[src/logic/asr_map.svh]
// timing constants and pin encodings for the static memory host port
`ifndef ASR_MAP_SVH
`define ASR_MAP_SVH
`define ASR_CLK_PERIOD_NS   100
`define ASR_ACCESS_MAX_NS   15
`define ASR_LANE_ACCESS_NS  8
`define ASR_OFF_MAX_NS      8
`define ASR_END_WRITE_NS    12
`define ASR_DATA_SETUP_NS   8
`define ASR_SYNC_CYCLES     3
// least times round up, never below one cycle
`define ASR_CYC_UP(ns) ((((ns) + `ASR_CLK_PERIOD_NS - 1) / `ASR_CLK_PERIOD_NS) < 1 ? 1 : \
  (((ns) + `ASR_CLK_PERIOD_NS - 1) / `ASR_CLK_PERIOD_NS))
`define ASR_RD_CYCLES  (`ASR_CYC_UP(`ASR_ACCESS_MAX_NS) + 1)
`define ASR_WR_CYCLES  `ASR_CYC_UP(`ASR_END_WRITE_NS)
`define ASR_TURN_CYCLES `ASR_CYC_UP(`ASR_OFF_MAX_NS)
`define ASR_PIN_OFF    1'b1
`define ASR_PIN_ON     1'b0
`define ASR_CNT_ZERO   4'h0
`endif

[src/logic/asr_pkg.sv]
// types shared by the static memory host port
package asr_pkg;
  typedef enum logic [2:0] {ASR_IDLE, ASR_RD_SETUP, ASR_RD_WAIT, ASR_WR_PULSE,
                            ASR_WR_HOLD, ASR_TURN} asr_state_t;
  typedef logic [17:0] asr_addr_t;
  typedef logic [15:0] asr_data_t;
endpackage

[src/logic/asr_sync.sv]
// three-stage synchroniser for the returning data lines
`timescale 1ns/1ns
`include "asr_map.svh"
module asr_sync #(
  parameter int W = 16
) (
  input  wire logic         i_clk,
  input  wire logic         i_rst_n,
  input  wire logic [W-1:0] i_async,
  output logic      [W-1:0] o_stable
);
  logic [W-1:0] s1_q;
  logic [W-1:0] s2_q;
  logic [W-1:0] s3_q;
  logic [W-1:0] held_q;
  // the first stage feeds only the second; a change counts once stages two and three agree
  always_ff @(posedge i_clk or negedge i_rst_n)
  begin
    if (!i_rst_n)
    begin
      s1_q   <= '0;
      s2_q   <= '0;
      s3_q   <= '0;
      held_q <= '0;
    end
    else
    begin
      s1_q <= i_async;
      s2_q <= s1_q;
      s3_q <= s2_q;
      for (int b = 0; b < W; b++)
        if (s2_q[b] == s3_q[b]) held_q[b] <= s3_q[b];
    end
  end
  assign o_stable = held_q;
endmodule

[src/logic/asr_host.sv]
// host-side sequencer driving an asynchronous 16-bit static memory with byte lanes
`timescale 1ns/1ns
`include "asr_map.svh"
module asr_host
(
  input  wire logic             I_SYS_CLK,
  input  wire logic             I_RESET_N,
  input  wire logic             i_req,
  input  wire logic             i_write,
  input  wire asr_pkg::asr_addr_t i_addr,
  input  wire asr_pkg::asr_data_t i_wdata,
  input  wire logic [1:0]       i_lanes,
  input  wire asr_pkg::asr_data_t i_data_lines,
  output logic                  o_busy,
  output logic                  o_done,
  output asr_pkg::asr_data_t    o_rdata,
  output asr_pkg::asr_addr_t    o_word_address,
  output logic                  o_chip_sel_n,
  output logic                  o_out_en_n,
  output logic                  o_write_n,
  output logic                  o_low_lane_sel_n,
  output logic                  o_high_lane_sel_n,
  output asr_pkg::asr_data_t    o_data_lines,
  output logic                  o_data_lines_oe,
  output logic                  o_unused_input
);
  import asr_pkg::*;
  // ****************************************
  // state and pin registers
  // ****************************************
  asr_state_t st_q, st_d;
  logic [3:0] cnt_q, cnt_d;
  asr_addr_t  addr_q;
  asr_data_t  wdata_q, rdata_q;
  logic       wr_q, busy_q, done_q, cs_n_q, oe_n_q, we_n_q, lb_n_q, ub_n_q, doe_q;
  logic [1:0] lanes_q;
  asr_data_t  data_sync;

  // data from the pins crosses into the clock domain first
  asr_sync #(.W(16)) u_sync (
    .i_clk    (I_SYS_CLK),
    .i_rst_n  (I_RESET_N),
    .i_async  (i_data_lines),
    .o_stable (data_sync)
  );

  // ****************************************
  // decode
  // ****************************************
  wire       start    = i_req && !busy_q;
  wire       cnt_zero = (cnt_q == `ASR_CNT_ZERO);
  // empty lane mask would be an outputs-disabled cycle; treat it as both lanes
  wire [1:0] lanes_in = (i_lanes == 2'h0) ? 2'h3 : i_lanes;
  // sampling stage adds three cycles of synchroniser delay to the access wait
  wire [3:0] rd_wait  = 4'(`ASR_RD_CYCLES + `ASR_SYNC_CYCLES);
  // merge only enabled lanes into the read word
  wire asr_data_t rd_merge = {lanes_q[1] ? data_sync[15:8] : rdata_q[15:8],
                              lanes_q[0] ? data_sync[7:0]  : rdata_q[7:0]};

  // next-state logic
  always_comb
  begin
    st_d  = st_q;
    cnt_d = cnt_zero ? cnt_q : cnt_q - 4'h1;
    unique case (st_q)
      ASR_IDLE:
        if (start)
        begin
          st_d  = i_write ? ASR_WR_PULSE : ASR_RD_SETUP;
          cnt_d = i_write ? 4'(`ASR_WR_CYCLES) : rd_wait;
        end
      ASR_RD_SETUP: st_d = ASR_RD_WAIT;
      ASR_RD_WAIT:  if (cnt_zero) st_d = ASR_TURN;
      ASR_WR_PULSE: if (cnt_zero) st_d = ASR_WR_HOLD;
      ASR_WR_HOLD:  st_d = ASR_TURN;
      ASR_TURN:
        if (cnt_zero && !wr_q) st_d = ASR_IDLE;
        else if (wr_q) st_d = ASR_IDLE;
      // unused state codes fall back to idle
      default: st_d = ASR_IDLE;
    endcase
    if (st_q == ASR_RD_WAIT && cnt_zero) cnt_d = 4'(`ASR_TURN_CYCLES);
  end

  // ****************************************
  // sequencer and pin drivers
  // ****************************************
  // all pins but the tied-low unused input come from flops so no glitch reaches the memory
  always_ff @(posedge I_SYS_CLK or negedge I_RESET_N)
  begin
    if (!I_RESET_N)
    begin
      st_q    <= ASR_IDLE;
      cnt_q   <= `ASR_CNT_ZERO;
      addr_q  <= '0;
      wdata_q <= '0;
      rdata_q <= '0;
      wr_q    <= 1'b0;
      lanes_q <= 2'h0;
      busy_q  <= 1'b0;
      done_q  <= 1'b0;
      cs_n_q  <= `ASR_PIN_OFF;
      oe_n_q  <= `ASR_PIN_OFF;
      we_n_q  <= `ASR_PIN_OFF;
      lb_n_q  <= `ASR_PIN_OFF;
      ub_n_q  <= `ASR_PIN_OFF;
      doe_q   <= 1'b0;
    end
    else
    begin
      st_q   <= st_d;
      cnt_q  <= cnt_d;
      done_q <= 1'b0;
      unique case (st_q)
        ASR_IDLE:
          if (start)
          begin
            // address, lanes and select go first so they lead the write strobe
            addr_q  <= i_addr;
            wdata_q <= i_wdata;
            wr_q    <= i_write;
            lanes_q <= lanes_in;
            busy_q  <= 1'b1;
            cs_n_q  <= `ASR_PIN_ON;
            lb_n_q  <= lanes_in[0] ? `ASR_PIN_ON : `ASR_PIN_OFF;
            ub_n_q  <= lanes_in[1] ? `ASR_PIN_ON : `ASR_PIN_OFF;
            we_n_q  <= `ASR_PIN_OFF;
            oe_n_q  <= `ASR_PIN_OFF;
          end
        ASR_RD_SETUP:
          oe_n_q <= `ASR_PIN_ON;
        ASR_WR_PULSE:
        begin
          // strobe falls a cycle after select; out enable stays high so the memory never turns its outputs on
          we_n_q <= `ASR_PIN_ON;
          doe_q  <= 1'b1;
        end
        ASR_WR_HOLD:
          we_n_q <= `ASR_PIN_OFF;
        ASR_RD_WAIT:
          if (cnt_zero)
          begin
            rdata_q <= rd_merge;
            oe_n_q  <= `ASR_PIN_OFF;
            cs_n_q  <= `ASR_PIN_OFF;
            lb_n_q  <= `ASR_PIN_OFF;
            ub_n_q  <= `ASR_PIN_OFF;
          end
        ASR_TURN:
        begin
          // select, lanes and data drop one cycle after the strobe rises
          cs_n_q <= `ASR_PIN_OFF;
          lb_n_q <= `ASR_PIN_OFF;
          ub_n_q <= `ASR_PIN_OFF;
          doe_q  <= 1'b0;
          if (st_d == ASR_IDLE)
          begin
            busy_q <= 1'b0;
            done_q <= 1'b1;
          end
        end
      endcase
    end
  end

  // ****************************************
  // outputs
  // ****************************************
  assign o_busy            = busy_q;
  assign o_done            = done_q;
  assign o_rdata           = rdata_q;
  assign o_word_address    = addr_q;
  assign o_chip_sel_n      = cs_n_q;
  assign o_out_en_n        = oe_n_q;
  assign o_write_n         = we_n_q;
  assign o_low_lane_sel_n  = lb_n_q;
  assign o_high_lane_sel_n = ub_n_q;
  assign o_data_lines      = wdata_q;
  assign o_data_lines_oe   = doe_q;
  assign o_unused_input    = 1'b0;  // must sit low, never above the low input level
endmodule

[config.mk]
export PLATFORM = sky130hd
export DESIGN_NAME = asr_host
export DESIGN_NICKNAME = d
export VERILOG_FILES = /design/src/logic/asr_pkg.sv /design/src/logic/asr_sync.sv /design/src/logic/asr_host.sv
export VERILOG_INCLUDE_DIRS = /design/src /design/src/logic
export SDC_FILE = /design/constraint.sdc
export NUM_CORES = 1
export LEC_CHECK = 0
export ABC_AREA = 0
export BUFFER_PORTS_ARGS = -buffer_cell sky130_fd_sc_hd__buf_2
export CORE_UTILIZATION = 47
export DETAILED_ROUTE_END_ITERATION = 8
export PLACE_DENSITY = 0.72
export SLEW_MARGIN = 20
export SYNTH_ARGS = -nofsm -noshare
export SYNTH_HDL_FRONTEND = slang
export SYNTH_SLANG_ARGS = --single-unit
[constraint.sdc]
create_clock -name I_SYS_CLK -period 6.5 [get_ports I_SYS_CLK]
set_clock_uncertainty 0.15 [all_clocks]
set_input_delay 0.975 -clock I_SYS_CLK [delete_from_list [all_inputs] [get_ports I_SYS_CLK]]
set_output_delay 0.975 -clock I_SYS_CLK [all_outputs]
set_load 0.1 [all_outputs]
==> results of run 1 <==
[synth_stat cells (3+ instances only)]
cell type	instances
a211oi_1	3
a21oi_1	9
buf_1	3
dfrtp_1	127
dfstp_2	5
inv_1	8
maj3_1	16
mux2_2	36
mux2_4	16
nand2_1	6
nand2b_1	4
nor2_1	6
nor2b_1	3
o21ai_0	10
[path summary, 6_finish.rpt]
check,from,end,slack [ns],depth (start not counted)
max in group asynchronous,I_RESET_N,o_rdata[13],4.90,2
min in group asynchronous,I_RESET_N,o_busy,0.24,1
worst min-delay path,u_sync.s1_q[0],u_sync.s2_q[0],0.20,0
worst min register to register,u_sync.s1_q[0],u_sync.s2_q[0],0.20,0
worst max register to register,st_q[1],cnt_q[1],4.16,4
worst max-delay path,o_chip_sel_n,o_chip_sel_n,3.89,1
[cell type report]
cell class	instances	area (um^2)
fillers	722	3500
flip-flops and latches	132	3310
multi-input cells	130	1190
repair buffers	114	583
clock buffers	18	418
well taps	129	161
clock inverters	14	143
inverters	8	30.0
[placed cells by master (no fill, tap or decap), drive strengths merged]
| cell type | instances |
|---|---|
| buf | 114 |
| nand3 | 1 |
| maj3 | 16 |
| mux2i | 1 |
| conb | 1 |
| a2bb2oi | 1 |
| clkinvlp | 5 |
| nor2 | 6 |
| inv | 16 |
| a21oi | 9 |
| or3 | 1 |
| or3b | 1 |
| clkbuf | 18 |
| ha | 1 |
| nor3b | 2 |
| o21ai | 10 |
| dfrtp | 127 |
| or2 | 2 |
| a211oi | 3 |
| nand2b | 4 |
| nand2 | 8 |
| o221ai | 1 |
| a21o | 1 |
| mux2 | 52 |
| o211ai | 1 |
| bufinv | 1 |
| dfstp | 5 |
| nor3 | 3 |
| nor2b | 3 |
| xnor2 | 2 |
[sequential cells by signal (all words and copies together) (netlist names), 2 cells and up]
signal and count:
o_word_address 18, o_data_lines 16, o_rdata 16, u_sync.o_stable 16
u_sync.s1_q 16, u_sync.s2_q 16, u_sync.s3_q 16, cnt_q 4
st_q 3, lanes_q 2
[stage by stage]
stage | instance area (um^2) | hold slack, ns | worst slack (ns) | std cells
after floorplan | 4580 | 0.181 | 4.21 | 279
after global placement | 5270 | 0.182 | 3.76 | 513
after detailed placement | 5270 | 0.187 | 3.61 | 513
after CTS | 5830 | 0.202 | 3.87 | 545
after global routing | 5830 | 0.204 | 3.85 | 545
final | 5830 | 0.200 | 3.89 | 545
[cells by family (layout without fill, tap and decap cells)]
family	count (synthesis)	after routing	synth area share, %
other cells	1	1	0.0819
buf+inv	17	154	1.86
mux	53	53	14.3
compound gates	26	26	3.28
flops	132	132	72.3
fa+ha+maj	17	17	3.77
simple gates	31	31	4.04
xor+xnor	2	2	0.383
[layer usage]
| metal | GRT usage, % | share of wire (%) |
|---|---|---|
| met1 | 22.2 | 45 |
| met2 | 25.0 | 46 |
| met3 | 6.52 | 7.4 |
| met4 | 8.03 | 1.0 |
| met5 | 0 | 0 |
==> metrics.yaml, run 1 <==
die:
  rows: 35
  start_util_pct: 49.1
  die-area_mm2: 0.0101
  die_w_um: 101
  dieHeight_um: 101
  core_area_mm2: 0.00933
  io_pins: 115
clocking:
  clkTransAtPathRegs_ns: 0.06
  cts_num_sinks: 132
  clock_path_buffers: 2
  root_buffer: "clkbuf_8"
  htreeDepth: 4
  cts_resized: 0
  post-cts-setup-buffers: 0
  cts_buffers: 17
  clk_latency_ns: 0.50
  hold_buffers: 0
  tritoncts: "done"
setup_path:
  crit_required_ns: 5.37
  cpLargestDelayFamily: "flip-flops"
  crit_buf_inv: 1
  crit_path_max_incr_delay_ns: 0.55
  crit_path_end_kind: "output pin"
  critPathLaunchType: "register"
  crit_chain: "buf_2"
  cp_max_fo: 4
  crit_slowest_cell: "dfstp_2"
  crit_arrival_ns: 1.48
  path_class: "reg2out"
grt:
  track_usage_pct: 17.0
  grt_pass1_wl_mm: 12.9
  gr-total-overflow: 0
  antenna_found_initial: 0
  grt_pass1_vias: 2704
  grt_max_degree: 87
logic_synthesis:
  yosys_most_used_dff: "dfrtp_1"
  synth-seq-cells: 132
  synth_cell_types: 35
  syn-instance-count: 279
  synth_nets: 336
  synth.yosys.seq_area_share_pct: 72.3
  synth_edf_count: 0
  yosysWarnings: 0
  netlist_area_mm2: 0.00458
  syn_area_per_cell_um2: 16.4
  yosysTopAreaCell: "dfrtp_1"
  synth_top_area_share_pct: 69.4
  async_flop_share_pct: 100
  yosys-top-cells-area: "dfrtp_1, mux2_2, mux2_4, maj3_1, dfstp_2"
sta:
  finalHoldViolations: 0
  setup_violations: 0
  rsz0062_at_grt: "false"
  fmax_mhz: 384
  worst_slew_pin_slew_ns: 0.932
  min_period_ns: 2.61
  slew_headroom_pct: 37.7
  slew_violations: 0
  period_share_pct: 40.1
  setup_tns_ns: 0
place:
  numPortBuffers: 113
  dp_hpwl_mm: 5.11
  gp_congestion: 0.723
route:
  drt_wl_total_mm: 7.73
  vias_per_cell: 4.76
  wl_per_cell_um: 14.2
  detailedRoute.firstIterationViolations: 24
  dr_total_vias: 2595
  drc: 0
  drtPass1Iterations: 4
  ant_nets: 0
outcome:
  outcome: "complete, no violations"
cells_and_area:
  nNetsFinal: 460
  n_antenna_cell: 0
  area_growth_pct: 27.3
  post-route-util_pct: 62.5
  layout-drive-gt1-share_pct: 50.0
flow_run:
  maxCapViolCount: 0
worst_hold_path:
  hp-class: "reg2reg"
Power of run 1 is not shown: default switching activity piles up to over one toggle a cycle in this logic, so the estimate is an artifact.
==> run 2: changes to the inputs <==
==> constraint.sdc (replaced) <==
create_clock -name I_SYS_CLK -period 2.4 [get_ports I_SYS_CLK]
set_clock_uncertainty 0.15 [all_clocks]
set_input_delay 0.36 -clock I_SYS_CLK [delete_from_list [all_inputs] [get_ports I_SYS_CLK]]
set_output_delay 0.36 -clock I_SYS_CLK [all_outputs]
set_load 0.1 [all_outputs]
==> run 2 against run 1 <==
Count of clock-buffer cells in the layout is the same. First-iteration DRC count grew 130%. Final cell count grew 9.9%. Via count grew 9.7%. Core utilization grew 6.3 points. Die area is the same.
==> metrics.yaml, run 2 (synthesis gave the netlist of run 1 again) <==
outcome:
  outcome: "complete, no violations"
setup_path:
  timing.rr.end: "o_rdata[10]"
  crit_path_end_kind: "register"
  worstReg2RegStart: "cnt_q[0]"
  path_class: "reg2reg"
  cpLargestDelayFamily: "simple AND/OR/NAND/NOR gates"
  critPathLaunchType: "register"
  cp_max_fo: 8  # +4
  rrSetupSlack_ns: 0.18  # -3.98 ns
  crit_buf_inv: 1  # unchanged
  crit_slowest_cell: "or3b_1"
  crit_chain: "inv_1 -> ha_1 -> or3b_1 -> nor3_4 -> nand2_4 -> mux2_4"
  crit_path_max_incr_delay_ns: 0.49  # -0.06 ns
  crit_arrival_ns: 2.46  # +0.98 ns
  crit_required_ns: 2.64  # -2.73 ns
  rr_worst_depth: 6  # +2
die:
  die-area_mm2: 0.0101  # unchanged
  rows: 35  # unchanged
  dieHeight_um: 101  # unchanged
  core_area_mm2: 0.00933  # unchanged
  io_pins: 115  # unchanged
  start_util_pct: 49.1  # unchanged
  die_w_um: 101  # unchanged
worst_hold_path:
  hp-start: "i_lanes[1]"
  hp-class: "in2reg"
  hold-path-cell-count: 3  # +3
  min_to: "o_low_lane_sel_n"
clocking:
  hold_buffers: 52  # +52
  clkTransAtPathRegs_ns: 0.06  # about the same
  cts_resized: 0  # unchanged
  root_buffer: "clkbuf_8"
  htreeDepth: 4  # unchanged
  clock_path_buffers: 2  # unchanged
  cts_buffers: 17  # unchanged
  cts_num_sinks: 132  # unchanged
  tritoncts: "done"
  clk_latency_ns: 0.50  # about the same
  post-cts-setup-buffers: 0  # unchanged
sta:
  setup_violations: 0  # unchanged
  slew_headroom_pct: 62.9  # +25 points
  period_share_pct: 92.5
  fmax_mhz: 450
  min_period_ns: 2.22
  slew_violations: 0  # unchanged
  rsz0062_at_grt: "false"
  finalHoldViolations: 0  # unchanged
  worst_slew_pin_slew_ns: 0.556  # -0.376 ns
  setup_tns_ns: 0  # unchanged
route:
  drt_wl_total_mm: 9.21  # +19%
  dr_total_vias: 2846  # +9.7%
  drtPass1Iterations: 4  # unchanged
  wl_per_cell_um: 15.4  # +8.4%
  ant_nets: 0  # unchanged
  detailedRoute.firstIterationViolations: 55  # +130%
  vias_per_cell: 4.75  # -0.21%
  drc: 0  # unchanged
cells_and_area:
  largest_register_ffs: 18  # unchanged
  nNetsFinal: 515  # +12%
  layout-drive-gt1-share_pct: 44.7  # -5.3 points
  seq_area_mm2: 0.00331  # unchanged
  area_growth_pct: 40.1
  multi_input_area_mm2: 0.00119  # unchanged
  n_antenna_cell: 0  # unchanged
  layout_common_cells: "dfrtp_1, buf_2, dlygate4sd3_1, mux2_2"
  final_common_cell: "dfrtp_1"
  fillers: 627  # -13%
flow_run:
  maxCapViolCount: 0  # unchanged
place:
  numPortBuffers: 113  # unchanged
  gp_congestion: 0.746  # +3.1%
  dp_hpwl_mm: 5.41  # +5.9%
grt:
  grt_pass1_wl_mm: 15.2  # +18%
  grt_max_degree: 62  # -29%
  antenna_found_initial: 0  # unchanged
  gr-total-overflow: 0  # unchanged
  track_usage_pct: 20.2  # +3.2 points
  grt_pass1_vias: 3182  # +18%
[run 2: per-stage QoR]
step | setup WS, ns | hold WS, ns | std cells | util [%] | area, um^2
3_3_place_gp | 0.227 | 0.182 | 516 | 57.1 | 5330
6_report | 0.180 | 0.0695 | 599 | 68.8 | 6420
2_1_floorplan | 0.129 | -0.0856 | 279 | - | 4580
4_1_cts | 0.151 | 0.0491 | 599 | 68.8 | 6420
5_1_grt | 0.0608 | 0.0650 | 599 | 68.8 | 6420
3_5_place_dp | 0.180 | 0.186 | 516 | 57.1 | 5330
[run 2: layer usage]
metal	routed length (um)	share of wire (%)	GRT usage, %	vias to the layer above
met2	4740	51	34.9	100
met1	3830	42	23.4	1414
met4	92	1.0	7.25	0
met5	0	0	0	-
li1	-	-	-	1322
met3	550	6.0	6.80	10
[run 2: tightest hold or removal path: cells and delay by family]
| kind | cells | cell delay [ns] |
|---|---|---|
| AOI/OAI and AO/OA | 2 | 0.22 |
| buffers and inverters | 1 | 0.10 |
[run 2: layout make-up]
cell class / instances / share of cell area (%)
clock inverter: 13 / 2.34
timing repair buffer: 169 / 18.1
sequential: 132 / 51.6
clock buffer: 18 / 6.51
multi-input combinational: 130 / 18.5
inverter: 8 / 0.468
tap: 129 / 2.52
[run 2: how the worst max path moves through the flow]
stage | endpoint | from | cells after the start | slack [ns]
2_1_floorplan | o_data_lines[11] | o_busy | 4 | 0.13
3_3_place_gp | o_rdata[10] | cnt_q[0] | 6 | 0.23
3_5_place_dp | o_rdata[10] | cnt_q[0] | 6 | 0.18
4_1_cts | o_rdata[10] | cnt_q[0] | 6 | 0.15
5_1_grt | o_rdata[8] | cnt_q[0] | 6 | 0.06
6_report | o_rdata[10] | cnt_q[0] | 6 | 0.18
Power of run 2 is left out for the same reason.
